===== config.mk =====
export PLATFORM = sky130hd
export DESIGN_NAME = uart_line_modem_status
export DESIGN_NICKNAME = d
export VERILOG_FILES = /design/src/uart_lms_pkg.sv /design/src/uart_line_modem_status.sv
export SDC_FILE = /design/constraint.sdc
export NUM_CORES = 1
export LEC_CHECK = 0
export ABC_AREA = 1
export ABC_CLOCK_PERIOD_IN_PS = 1630
export BUFFER_PORTS_ARGS = -buffer_cell sky130_fd_sc_hd__buf_2
export CAP_MARGIN = 40
export CORE_MARGIN = 5
export CORE_UTILIZATION = 43
export DETAILED_ROUTE_END_ITERATION = 10
export PLACE_DENSITY = 0.7
export REMOVE_ABC_BUFFERS = 1
export SKIP_CTS_REPAIR_TIMING = 1
export SLEW_MARGIN = 20
export SYNTH_ARGS = -nofsm -noshare
export SYNTH_HDL_FRONTEND = slang
export SYNTH_SLANG_ARGS = --single-unit

===== constraint.sdc =====
create_clock -name clock -period 1.63 [get_ports clock]
set_input_delay 0 -clock clock [delete_from_list [all_inputs] [get_ports clock]]
set_output_delay 0 -clock clock [all_outputs]
set_load 0.01 [all_outputs]

===== src/uart_lms_pkg.sv =====
package uart_lms_pkg;

   // Register byte addresses on the APB window
   localparam logic [7:0] modem_control_addr = 8'h00;
   localparam logic [7:0] line_status_addr = 8'h04;
   localparam logic [7:0] modem_status_addr = 8'h08;
   localparam logic [7:0] turnaround_delay_addr = 8'h0c;
   localparam logic [7:0] feature_addr = 8'h10;

   // Modem control fields
   localparam int mcr_dtr_bit = 0;
   localparam int mcr_rts_bit = 1;
   localparam int mcr_fsel_bit = 2;
   localparam int mcr_aux2_bit = 3;
   localparam int mcr_loop_bit = 4;

   // Feature register fields
   localparam int feat_lsi_en_bit = 0;
   localparam int feat_msi_en_bit = 1;
   localparam int feat_enh_bit = 2;
   localparam int feat_auto_cts_bit = 3;
   localparam int feat_auto_rts_bit = 4;
   localparam int feat_rs485_bit = 5;
   localparam int feat_fifo_en_bit = 6;

   localparam logic [7:0] modem_control_rst = 8'h00;
   localparam logic [7:0] feature_rst = 8'h00;
   localparam logic [3:0] turnaround_rst = 4'h0;

   // Modem input pins, all active low
   typedef struct packed {
      logic carrier_detect_n;
      logic ring_indicate_n;
      logic set_ready_n;
      logic clear_send_n;
   } modem_in_t;

   // Status from the receive and transmit datapath, same clock
   typedef struct packed {
      logic rx_data_avail;
      logic rx_top_parity_err;
      logic rx_top_framing_err;
      logic rx_top_break;
      logic rx_fifo_any_err;
      logic rx_fifo_full;
      logic rx_char_done;
      logic rx_line_low_frame;
      logic rx_line_idle;
      logic tx_fifo_empty;
      logic tx_shift_empty;
      logic tx_load;
      logic tx_last_stop_done;
      logic bit_tick;
   } path_status_t;

endpackage


===== src/uart_line_modem_status.sv =====
// The implementer's own choices: the register offsets and register access over APB.
`timescale 1ns/1ps
`default_nettype none

// Behaviour
// - Select bit picks rts/cts pair (0) or dtr/dsr pair (1) for auto flow.
// - In loopback the select bit is aux one and drives ring status.
// - Request-send pin is low when its control bit is 1; resets high.
// - Terminal-ready pin is low when its control bit is 1; resets high.
// - Line-status interrupt fires at once on any receive error if enabled.
// - FIFO error summary is 1 while any error entry remains.
// - Transmitter-empty is 1 only when fifo and shift register empty.
// - Transmit-fifo-empty tracks the transmit fifo or holding register.
// - Break flagged after a low frame, one break char, held until idle.
// - Framing error belongs to the character at fifo top.
// - Parity error belongs to the character at fifo top.
// - Char done while fifo full sets overrun and is not stored.
// - Data-ready is 1 while a received character waits; resets 0.
// - Carrier status is inverted pin, or aux two in loopback.
// - Ring status is inverted pin, or aux one in loopback.
// - Set-ready status is inverted pin, or terminal-ready bit in loopback.
// - Clear-send status is inverted pin, or request-send bit in loopback.
// - Selected input high pauses transmitter after current character.
// - Carrier, set-ready, clear-send changes set flags and may interrupt.
// - Ring change flag sets only on pin rising edge.
// - Turnaround code gives 0 to 15 bit times after last stop bit.
// - Turnaround writes accepted only while enhanced enable is set.
// - Auto rs-485 raises request-send on load, drops it after delay.
module uart_line_modem_status
(
   input wire logic clock,
   input wire logic rst,
   input wire logic psel,
   input wire logic penable,
   input wire logic pwrite,
   input wire logic [7:0] paddr,
   input wire logic [31:0] pwdata,
   output logic [31:0] prdata,
   output logic pready,
   output logic pslverr,
   input wire uart_lms_pkg::modem_in_t modem_in,
   input wire uart_lms_pkg::path_status_t path_status,
   output logic request_send_n,
   output logic terminal_ready_n,
   output logic tx_pause,
   output logic rx_store_break,
   output logic rx_drop_char,
   output logic line_irq,
   output logic modem_irq
);
   import uart_lms_pkg::*;

   logic [7:0] modem_control_ff;
   logic [7:0] feature_ff;
   logic [3:0] turnaround_ff;
   modem_in_t pin_meta_ff;
   modem_in_t pin_sync_ff;
   modem_in_t pin_prev_ff;
   logic [3:0] delta_ff;
   logic overrun_ff;
   logic break_ff;
   logic break_loaded_ff;
   logic rs485_on_ff;
   logic [3:0] delay_cnt_ff;
   logic delay_run_ff;
   logic [7:0] status_word;
   logic [7:0] line_word;
   logic access;
   logic [3:0] nxt_delta;
   logic [3:0] delta_set;
   logic loop_mode;
   logic mapped;

   function automatic logic hit(input logic [7:0] a, input logic [7:0] r);
      hit = (a == r);
   endfunction

   assign access = psel && penable;
   assign loop_mode = modem_control_ff[mcr_loop_bit];
   assign mapped = hit(paddr, modem_control_addr)
      || hit(paddr, line_status_addr) || hit(paddr, modem_status_addr)
      || hit(paddr, turnaround_delay_addr) || hit(paddr, feature_addr);

   // Two-stage synchroniser on the modem pins
   always_ff @(posedge clock or posedge rst)
   begin
      if (rst)
      begin
         pin_meta_ff <= '1;
         pin_sync_ff <= '1;
         pin_prev_ff <= '1;
      end
      else
      begin
         pin_meta_ff <= modem_in;
         pin_sync_ff <= pin_meta_ff;
         pin_prev_ff <= pin_sync_ff;
      end
   end

   // Status bits: inverted pins, or loopback of control bits
   always_comb
   begin
      status_word = 8'h00;
      if (loop_mode)
      begin
         status_word[7] = modem_control_ff[mcr_aux2_bit];
         status_word[6] = modem_control_ff[mcr_fsel_bit];
         status_word[5] = modem_control_ff[mcr_dtr_bit];
         status_word[4] = modem_control_ff[mcr_rts_bit];
      end
      else
      begin
         status_word[7] = ~pin_sync_ff.carrier_detect_n;
         status_word[6] = ~pin_sync_ff.ring_indicate_n;
         status_word[5] = ~pin_sync_ff.set_ready_n;
         status_word[4] = ~pin_sync_ff.clear_send_n;
      end
      status_word[3:0] = delta_ff;
   end

   // Change events; loopback suppresses pin changes
   always_comb
   begin
      delta_set = 4'h0;
      if (!loop_mode)
      begin
         delta_set[3] = pin_sync_ff.carrier_detect_n
            ^ pin_prev_ff.carrier_detect_n;
         delta_set[2] = pin_sync_ff.ring_indicate_n
            && !pin_prev_ff.ring_indicate_n;
         delta_set[1] = pin_sync_ff.set_ready_n
            ^ pin_prev_ff.set_ready_n;
         delta_set[0] = pin_sync_ff.clear_send_n
            ^ pin_prev_ff.clear_send_n;
      end
      nxt_delta = delta_ff;
      // Clear on the edge that captures the read word, so a change
      // arriving while the read is in flight is kept for the next read
      if (psel && !penable && !pwrite && hit(paddr, modem_status_addr))
      begin
         nxt_delta = 4'h0;
      end
      // Set wins over the read clear so no change is lost
      nxt_delta = nxt_delta | delta_set;
   end

   always_ff @(posedge clock or posedge rst)
   begin
      if (rst)
      begin
         delta_ff <= 4'h0;
      end
      else
      begin
         delta_ff <= nxt_delta;
      end
   end

   // Register writes
   always_ff @(posedge clock or posedge rst)
   begin
      if (rst)
      begin
         modem_control_ff <= modem_control_rst;
         feature_ff <= feature_rst;
         turnaround_ff <= turnaround_rst;
      end
      else if (access && pwrite)
      begin
         if (hit(paddr, modem_control_addr))
         begin
            modem_control_ff <= pwdata[7:0];
         end
         if (hit(paddr, feature_addr))
         begin
            feature_ff <= pwdata[7:0];
         end
         if (hit(paddr, turnaround_delay_addr)
            && feature_ff[feat_enh_bit])
         begin
            turnaround_ff <= pwdata[7:4];
         end
      end
   end

   // Overrun: sticky until line status read; set wins over clear
   always_ff @(posedge clock or posedge rst)
   begin
      if (rst)
      begin
         overrun_ff <= 1'b0;
      end
      else if (path_status.rx_char_done && path_status.rx_fifo_full)
      begin
         overrun_ff <= 1'b1;
      end
      else if (psel && !penable && !pwrite && hit(paddr, line_status_addr))
      begin
         overrun_ff <= 1'b0;
      end
   end

   // Break held until the line returns to mark
   always_ff @(posedge clock or posedge rst)
   begin
      if (rst)
      begin
         break_ff <= 1'b0;
         break_loaded_ff <= 1'b0;
         rx_store_break <= 1'b0;
      end
      else
      begin
         rx_store_break <= 1'b0;
         if (path_status.rx_line_idle)
         begin
            break_ff <= 1'b0;
            break_loaded_ff <= 1'b0;
         end
         else if (path_status.rx_line_low_frame)
         begin
            break_ff <= 1'b1;
            if (!break_loaded_ff)
            begin
               break_loaded_ff <= 1'b1;
               rx_store_break <= 1'b1;
            end
         end
      end
   end

   always_comb
   begin
      line_word = 8'h00;
      line_word[7] = path_status.rx_fifo_any_err;
      line_word[6] = path_status.tx_fifo_empty
         && path_status.tx_shift_empty;
      line_word[5] = path_status.tx_fifo_empty;
      line_word[4] = break_ff || path_status.rx_top_break;
      line_word[3] = path_status.rx_top_framing_err;
      line_word[2] = path_status.rx_top_parity_err;
      line_word[1] = overrun_ff;
      line_word[0] = path_status.rx_data_avail;
   end

   // Auto rs-485 direction: raise on load, drop after turnaround
   always_ff @(posedge clock or posedge rst)
   begin
      if (rst)
      begin
         rs485_on_ff <= 1'b0;
         delay_run_ff <= 1'b0;
         delay_cnt_ff <= 4'h0;
      end
      else if (!feature_ff[feat_rs485_bit])
      begin
         rs485_on_ff <= 1'b0;
         delay_run_ff <= 1'b0;
      end
      else if (path_status.tx_load)
      begin
         rs485_on_ff <= 1'b1;
         delay_run_ff <= 1'b0;
      end
      else if (path_status.tx_last_stop_done && path_status.tx_fifo_empty)
      begin
         if (turnaround_ff == 4'h0)
         begin
            rs485_on_ff <= 1'b0;
         end
         else
         begin
            delay_run_ff <= 1'b1;
            delay_cnt_ff <= turnaround_ff;
         end
      end
      else if (delay_run_ff && path_status.bit_tick)
      begin
         if (delay_cnt_ff == 4'h1)
         begin
            delay_run_ff <= 1'b0;
            rs485_on_ff <= 1'b0;
         end
         delay_cnt_ff <= delay_cnt_ff - 4'h1;
      end
   end

   // Pins, flow pause and interrupts, all registered
   always_ff @(posedge clock or posedge rst)
   begin
      if (rst)
      begin
         request_send_n <= 1'b1;
         terminal_ready_n <= 1'b1;
         tx_pause <= 1'b0;
         rx_drop_char <= 1'b0;
         line_irq <= 1'b0;
         modem_irq <= 1'b0;
      end
      else
      begin
         if (feature_ff[feat_rs485_bit])
         begin
            // Transceiver enable is active high on this pin
            request_send_n <= rs485_on_ff;
         end
         else
         begin
            request_send_n <= ~modem_control_ff[mcr_rts_bit];
         end
         terminal_ready_n <= ~modem_control_ff[mcr_dtr_bit];
         // Transmitter samples pause only between characters
         if (feature_ff[feat_auto_cts_bit] && !loop_mode)
         begin
            tx_pause <= modem_control_ff[mcr_fsel_bit]
               ? pin_sync_ff.set_ready_n
               : pin_sync_ff.clear_send_n;
         end
         else
         begin
            tx_pause <= 1'b0;
         end
         rx_drop_char <= path_status.rx_char_done
            && path_status.rx_fifo_full;
         line_irq <= feature_ff[feat_lsi_en_bit]
            && (path_status.rx_fifo_any_err || overrun_ff
            || break_ff);
         modem_irq <= feature_ff[feat_msi_en_bit]
            && (nxt_delta != 4'h0);
      end
   end

   // APB slave: zero wait states, unmapped reads zero with error
   always_ff @(posedge clock or posedge rst)
   begin
      if (rst)
      begin
         prdata <= 32'h0000_0000;
         pready <= 1'b0;
         pslverr <= 1'b0;
      end
      else
      begin
         pready <= psel && !penable;
         pslverr <= psel && !penable && !mapped;
         prdata <= 32'h0000_0000;
         if (psel && !penable && !pwrite)
         begin
            if (hit(paddr, modem_control_addr))
            begin
               prdata <= {24'h00_0000, modem_control_ff};
            end
            else if (hit(paddr, line_status_addr))
            begin
               prdata <= {24'h00_0000, line_word};
            end
            else if (hit(paddr, modem_status_addr))
            begin
               prdata <= {24'h00_0000, status_word};
            end
            else if (hit(paddr, feature_addr))
            begin
               prdata <= {24'h00_0000, feature_ff};
            end
         end
      end
   end

endmodule

`default_nettype wire


==> results of run 1 <==
==> cell families after synthesis <==
logic type                 after synthesis  share of synthesized area
and+or+nand+nor                        108                     0.1911
muxes                                    1                   0.003288
other                                    1                   0.001232
buffers and inverters                   76                     0.1315
adders and majority gates                2                   0.008219
xor gates and xnor gates                 2                   0.005755
AOI/OAI and AO/OA                       73                     0.1517
DFF                                     61                     0.5072
==> stage by stage <==
step	hold WS (ps)	power, mW	instances
floorplan	4.478	1.741	319
global placement	82.48	1.832	471
detailed placement	87.04	1.838	471
CTS	-274.0	3.391	487
global route	19.39	3.546	508
finish	-8.864	3.405	508
==> cell type report <==
type,count,area (µm²)
fillers,605,3057
clock inverters,4,68.82
multi-input cells,210,1186
flip-flops and latches,61,1544
repair buffers,77,505.5
inverters,48,185.2
clock buffers,12,165.2
well taps,96,120.1
==> power by group <==
group / switching [mW] / total, mW / internal [mW]
clock network: 0.574 / 1.55 / 0.979
registers: 0.0176 / 1.57 / 1.56
logic: 0.167 / 0.276 / 0.110
==> layout by cell type, fill, tap and decap left out, types with 2 or more instances in the layout <==
cell and count:
buf_2 55, nand2_1 48, dfrtp_1 47, inv_1 37, o21ai_0 34, conb_1 24, dlygate4sd3_1 21, nand3_1 19
o21ai_2 16, dfstp_2 14, nor2_1 12, clkbuf_8 12, inv_2 9, nand2_2 9, a21oi_1 9, nand2_4 6
a31oi_1 4, nor3_1 4, o21ai_1 3, a21o_1 3, o211ai_1 3, nor2_2 2, inv_4 2, nor2_8 2
ha_1 2, bufinv_16 2
==> path summary, 6_finish.rpt <==
check / slack [ps] / cells after the start / endpoint
worst max-delay path: 230 / 9 / modem_irq
worst min-delay path: -9 / 3 / prdata[3]
worst max register to register: 360 / 8 / prdata[7]
worst min register to register: 350 / 0 / pin_sync_ff[1]
max in group asynchronous: 1050 / 4 / pin_prev_ff[0]
min in group asynchronous: 270 / 4 / modem_irq
==> sequential cells by signal, indices dropped and copies added (netlist names), 4 cells and up <==
signal / count
pin_meta_ff: 4
modem_control_ff: 8
turnaround_ff: 4
prdata: 8
pin_sync_ff: 4
feature_ff: 8
delay_cnt_ff: 4
pin_prev_ff: 4
delta_ff: 4
==> worst min-delay path: stages <==
cell and delay (ps):
buf_2 80, a31oi_1 70, a21oi_1 120
==> metal layers <==
| metal | track usage | up-vias |
|---|---|---|
| li1 | - | 1163 |
| met1 | 0.1905 | 1080 |
| met2 | 0.2335 | 70 |
| met3 | 0.04808 | 4 |
| met4 | 0.04332 | 0 |
| met5 | 0 | - |
==> flow_metrics.py, run 1 <==
metrics = {
    "route": {
        "drtAntennaViolNets": 0,
        "drtIter0Drc": 93,
        "post-route-drc-count": 0,
        "highest_layer": "met4",
        "first_pass_iters": 4,
        "wl_met2_um": 2950,
        "via_count": 2317,
        "avgViaCountPerCell": 4.561,
        "wirelength_met1_um": 2922,
        "wl_um": 6300,
        "wl_per_cell_um": 12.40,
        "wl_met3_um": 376,
    },
    "clock_tree": {
        "cts_buffers": 9,
        "cts.clk_slew.worst_paths_ps": 70,
        "cts_tree": "built",
        "cts_root_buf": "clkbuf_8",
        "clock_latency_ps": 330,
        "cts.sinks": 61,
        "clockBufferDepth": 2,
        "htree_levels": 3,
    },
    "yosys": {
        "synth_top_area_cell": "dfrtp_1",
        "synth_area_mm2": 0.003044,
        "synthMostInstantiatedCell": "nand2_1",
        "async_reset_ff_frac": 1.000,
        "synth_ff_type": "dfrtp_1",
        "syn_area_per_cell_um2": 9.396,
        "synth_common_cells": "nand2_1 (48), dfrtp_1 (47), inv_1 (38), o21ai_0 (34), buf_4 (25)",
        "synth.top_cells.by_area": "dfrtp_1 (39%), dfstp_2 (12%), buf_4 (6.2%), nand2_1 (5.9%), o21ai_0 (5.6%)",
        "seq_area_frac_synth": 0.5072,
        "yosys_warnings": 0,
        "synth_edf_count": 0,
        "syn_inst": 324,
        "synth_seq_cells": 61,
        "synthDistinctLibCells": 35,
        "yosys.area.top_type_share": 0.3864,
    },
    "layout": {
        "drive_above_1_share": 0.3301,
        "fin_nets": 472,
        "postLayoutCoreUtil": 0.5526,
        "layout-area-overhead-vs-synth_pct": 24.00,
        "final_area_mm2": 0.003775,
        "insertedDiodeCount": 0,
    },
    "place": {
        "place_area_mm2": 0.003331,
        "portBuffers": 55,
        "place_hpwl_um": 4466,
        "place_ws_ps": 372.3,
        "place.gp.congestion": 0.8092,
    },
    "setup_path": {
        "rr_startpoint": "modem_control_ff[4]",
        "worstSetupStartpointType": "primary input",
        "crit_slowest_cell": "dlygate4sd3_1",
        "startpoint": "psel",
        "worstPathArrival_ps": 1620,
        "critPathKind": "primary input to flop",
        "critPathMaxFanout": 9,
        "crit_path_frequent_cell": "nand2_1",
        "critPathMaxStageDelay_ps": 520,
        "crit_required_ps": 1850,
        "cp_cell_sequence": "dlygate4sd3_1, buf_2, nand2_1, nor2_2, nand3_4, nand2_1, nand2_1, nor2_1, a21oi_1",
        "path_delay_family": "simple AND/OR/NAND/NOR gates",
        "end_kind": "flop",
        "path_buf_inv": 2,
    },
    "power_and_ir_drop": {
        "ir_worst_vdd_mv": 0.5161,
        "p_per_area_mw_per_mm2": 901.9,
        "p_leak_nw": 1.960,
    },
    "timing": {
        "period_needed_ps": 1395,
        "timing.hold.ws_ps": -8.864,
        "fin_setup_tns_ps": 0,
        "fin_skew_ps": 14.13,
        "slew_viol_final": 0,
        "rsz0062_at_grt": "no",
        "finalSetupViolCount": 0,
        "fmax_mhz": 716.6,
        "worst_slack_ps": 234.6,
        "post-route-period-util": 0.8561,
        "hold_violations": 3,
    },
    "grt": {
        "track_usage": 0.1469,
        "grt_max_degree": 62,
        "antenna_found_initial": 0,
        "grt_pass1_vias": 2181,
        "grt_pass1_wl_um": 10180,
        "grt-ovfl-total": 0,
    },
    "run_status": {
        "status": "complete, but fails checks",
        "violations": "negative hold slack",
    },
    "floorplan": {
        "fp.coreArea_mm2": 0.006832,
        "io_pins": 104,
        "dieWidth_um": 94.14,
        "die_h_um": 94.14,
        "die_area_mm2": 0.008862,
        "row_count": 30,
        "start_util": 0.4456,
    },
    "flow_run": {
        "maxCapViolations": 0,
    },
    "hold_path": {
        "hp-start": "path_status[11]",
        "hold_class": "primary input to flop",
    },
}
No activity file was read; power rests on OpenSTA's default activity.
==> run 2, diff against run 1 <==
Settings changed: REMOVE_ABC_BUFFERS 1 to not set.
==> run 2 against run 1 <==
Largest cell class unchanged. Critical path depth unchanged. Highest routed layer unchanged. Combinational power about the same. First-iteration DRC count up 95%. Sequential power about the same. Clock skew down 6.7 ps. Largest power group unchanged. Setup slack better by 20 ps. Via count up 1.1%. The run still ends with negative hold slack left. Register-to-register slack worse by 30 ps.
==> flow_metrics.py, run 2 (same netlist as run 1, synthesis figures left out) <==
metrics = {
    "run_status": {
        "status": "complete, but fails checks",
        "violations": "negative hold slack",
    },
    "floorplan": {
        "dieWidth_um": 94.14,
        "start_util": 0.4456,
        "die_area_mm2": 0.008862,
        "fp.coreArea_mm2": 0.006832,
        "io_pins": 104,
        "row_count": 30,
        "die_h_um": 94.14,
    },
    "clock_tree": {
        "cts_buffers": 9,
        "cts_tree": "built",
        "htree_levels": 3,
        "cts.clk_slew.worst_paths_ps": 70,
        "cts.sinks": 61,
        "clock_latency_ps": 330,
        "clockBufferDepth": 2,
        "cts_root_buf": "clkbuf_8",
    },
    "layout": {
        "layout_common_cells": "buf_2 (55), nand2_1 (48), dfrtp_1 (47)",
        "fin_nets": 473,
        "drive_above_1_share": 0.3341,
        "layout-area-overhead-vs-synth_pct": 23.26,
        "layout_commonest_cell": "buf_2",
        "insertedDiodeCount": 0,
        "fillers": 631,
        "top_regs": "feature_ff x8, modem_control_ff x8, prdata x8",
    },
    "setup_path": {
        "worstSetupStartpointType": "primary input",
        "startpoint": "psel",
        "crit_cells": 9,
        "path_buf_inv": 2,
        "end_kind": "flop",
        "critPathKind": "primary input to flop",
        "path_delay_family": "simple AND/OR/NAND/NOR gates",
        "crit_required_ps": 1850,
        "worst-r2r-cell-count": 7,
        "critPathMaxFanout": 9,
        "rr_startpoint": "delay_cnt_ff[1]",
        "worstPathArrival_ps": 1590,
        "critPathMaxStageDelay_ps": 520,
        "cp_cell_sequence": "dlygate4sd3_1, buf_2, nand2_1, nor2_2, nand3_4, nand2_1, nand2_1, nor2_1, a21oi_1",
        "crit_path_frequent_cell": "nand2_1",
        "crit_slowest_cell": "dlygate4sd3_1",
    },
    "timing": {
        "fin_setup_tns_ps": 0,
        "hold_violations": 2,
        "period_needed_ps": 1376,
        "fmax_mhz": 726.9,
        "timing.hold.ws_ps": -5.514,
        "post-route-period-util": 0.8440,
        "rsz0062_at_grt": "no",
        "slew_viol_final": 0,
        "fin_skew_ps": 7.433,
        "worst_slack_ps": 254.3,
        "finalSetupViolCount": 0,
    },
    "hold_path": {
        "hp-start": "path_status[13]",
        "hold_depth": 3,
        "hold_class": "primary input to flop",
    },
    "power_and_ir_drop": {
        "p_leak_nw": 1.952,
        "ir_worst_vdd_mv": 0.4308,
        "p_per_area_mw_per_mm2": 869.7,
    },
    "place": {
        "portBuffers": 55,
        "place.gp.congestion": 0.8291,
        "place_hpwl_um": 4791,
        "place_ws_ps": 345.9,
    },
    "route": {
        "first_pass_iters": 5,
        "drtIter0Drc": 181,
        "wl_um": 6502,
        "avgViaCountPerCell": 4.603,
        "wl_per_cell_um": 12.77,
        "drtAntennaViolNets": 0,
        "via_count": 2343,
        "post-route-drc-count": 0,
    },
    "grt": {
        "track_usage": 0.1524,
        "grt_pass1_wl_um": 10480,
        "grt_pass1_vias": 2232,
        "grt-ovfl-total": 0,
        "antenna_found_initial": 0,
        "grt_max_degree": 35,
    },
    "flow_run": {
        "maxCapViolations": 0,
    },
}
## run 2: cell types whose count changed in the layout (fill, tap and decap cells not counted)
cell	change
buf_4	+2
inv_6	+1
bufinv_16	-1
clkbuf_8	-3
clkbuf_16	+1
inv_4	+1
buf_12	-1
clkinv_1	-1
clkinv_4	+2
## run 2: worst paths after layout
check / to / slack (ps)
worst max-delay path: modem_irq / 250
worst min-delay path: prdata[0] / -6
worst max register to register: delay_run_ff / 330
worst min register to register: pin_sync_ff[1] / 360
max in group asynchronous: pin_sync_ff[3] / 950
min in group asynchronous: modem_control_ff[0] / 320
## run 2: layer usage
layer  share of wire  global-route usage  wire, µm  vias to the layer above
li1                -                   -         -                     1168
met1            0.44              0.2020      2888                     1084
met2            0.48              0.2376      3132                       85
met3           0.065             0.04087       420                        6
met4          0.0092             0.05776        60                        0
met5               0                   0         0                        -
## run 2: worst reg2reg max path, stage by stage, from the launching register on
cell and delay [ps]:
dfrtp_1 360, inv_1 120, ha_1 170, nand3_1 90
o21ai_0 210, o21ai_0 110, o21ai_0 80, inv_1 60
## run 2: layout make-up
class	instances	area (µm²)	area share
Clock inverter	6	67.56	0.01801
Inverter	48	185.2	0.04935
Sequential cell	61	1544	0.4115
Timing Repair Buffer	78	500.5	0.1334
Tap cell	96	120.1	0.03201
Clock buffer	10	148.9	0.03968
Multi-Input combinational cell	210	1186	0.3161
## run 2: per-stage QoR
step	power, mW	hold WS, ps	std cells	instance area [µm²]	util
after global routing	3.419	10.72	509	3752	0.5493
after floorplan	1.785	4.478	347	3131	-
final	3.263	-5.514	509	3752	0.5493
after global placement	1.832	79.37	472	3326	0.4868
after detailed placement	1.838	85.91	472	3326	0.4868
after CTS	3.268	-282.3	488	3542	0.5185
## run 2: power by group
| part | switching, mW | total, mW | internal (mW) |
|---|---|---|---|
| combinational | 0.166 | 0.274 | 0.108 |
| sequential | 0.0177 | 1.57 | 1.56 |
| clock | 0.608 | 1.41 | 0.807 |
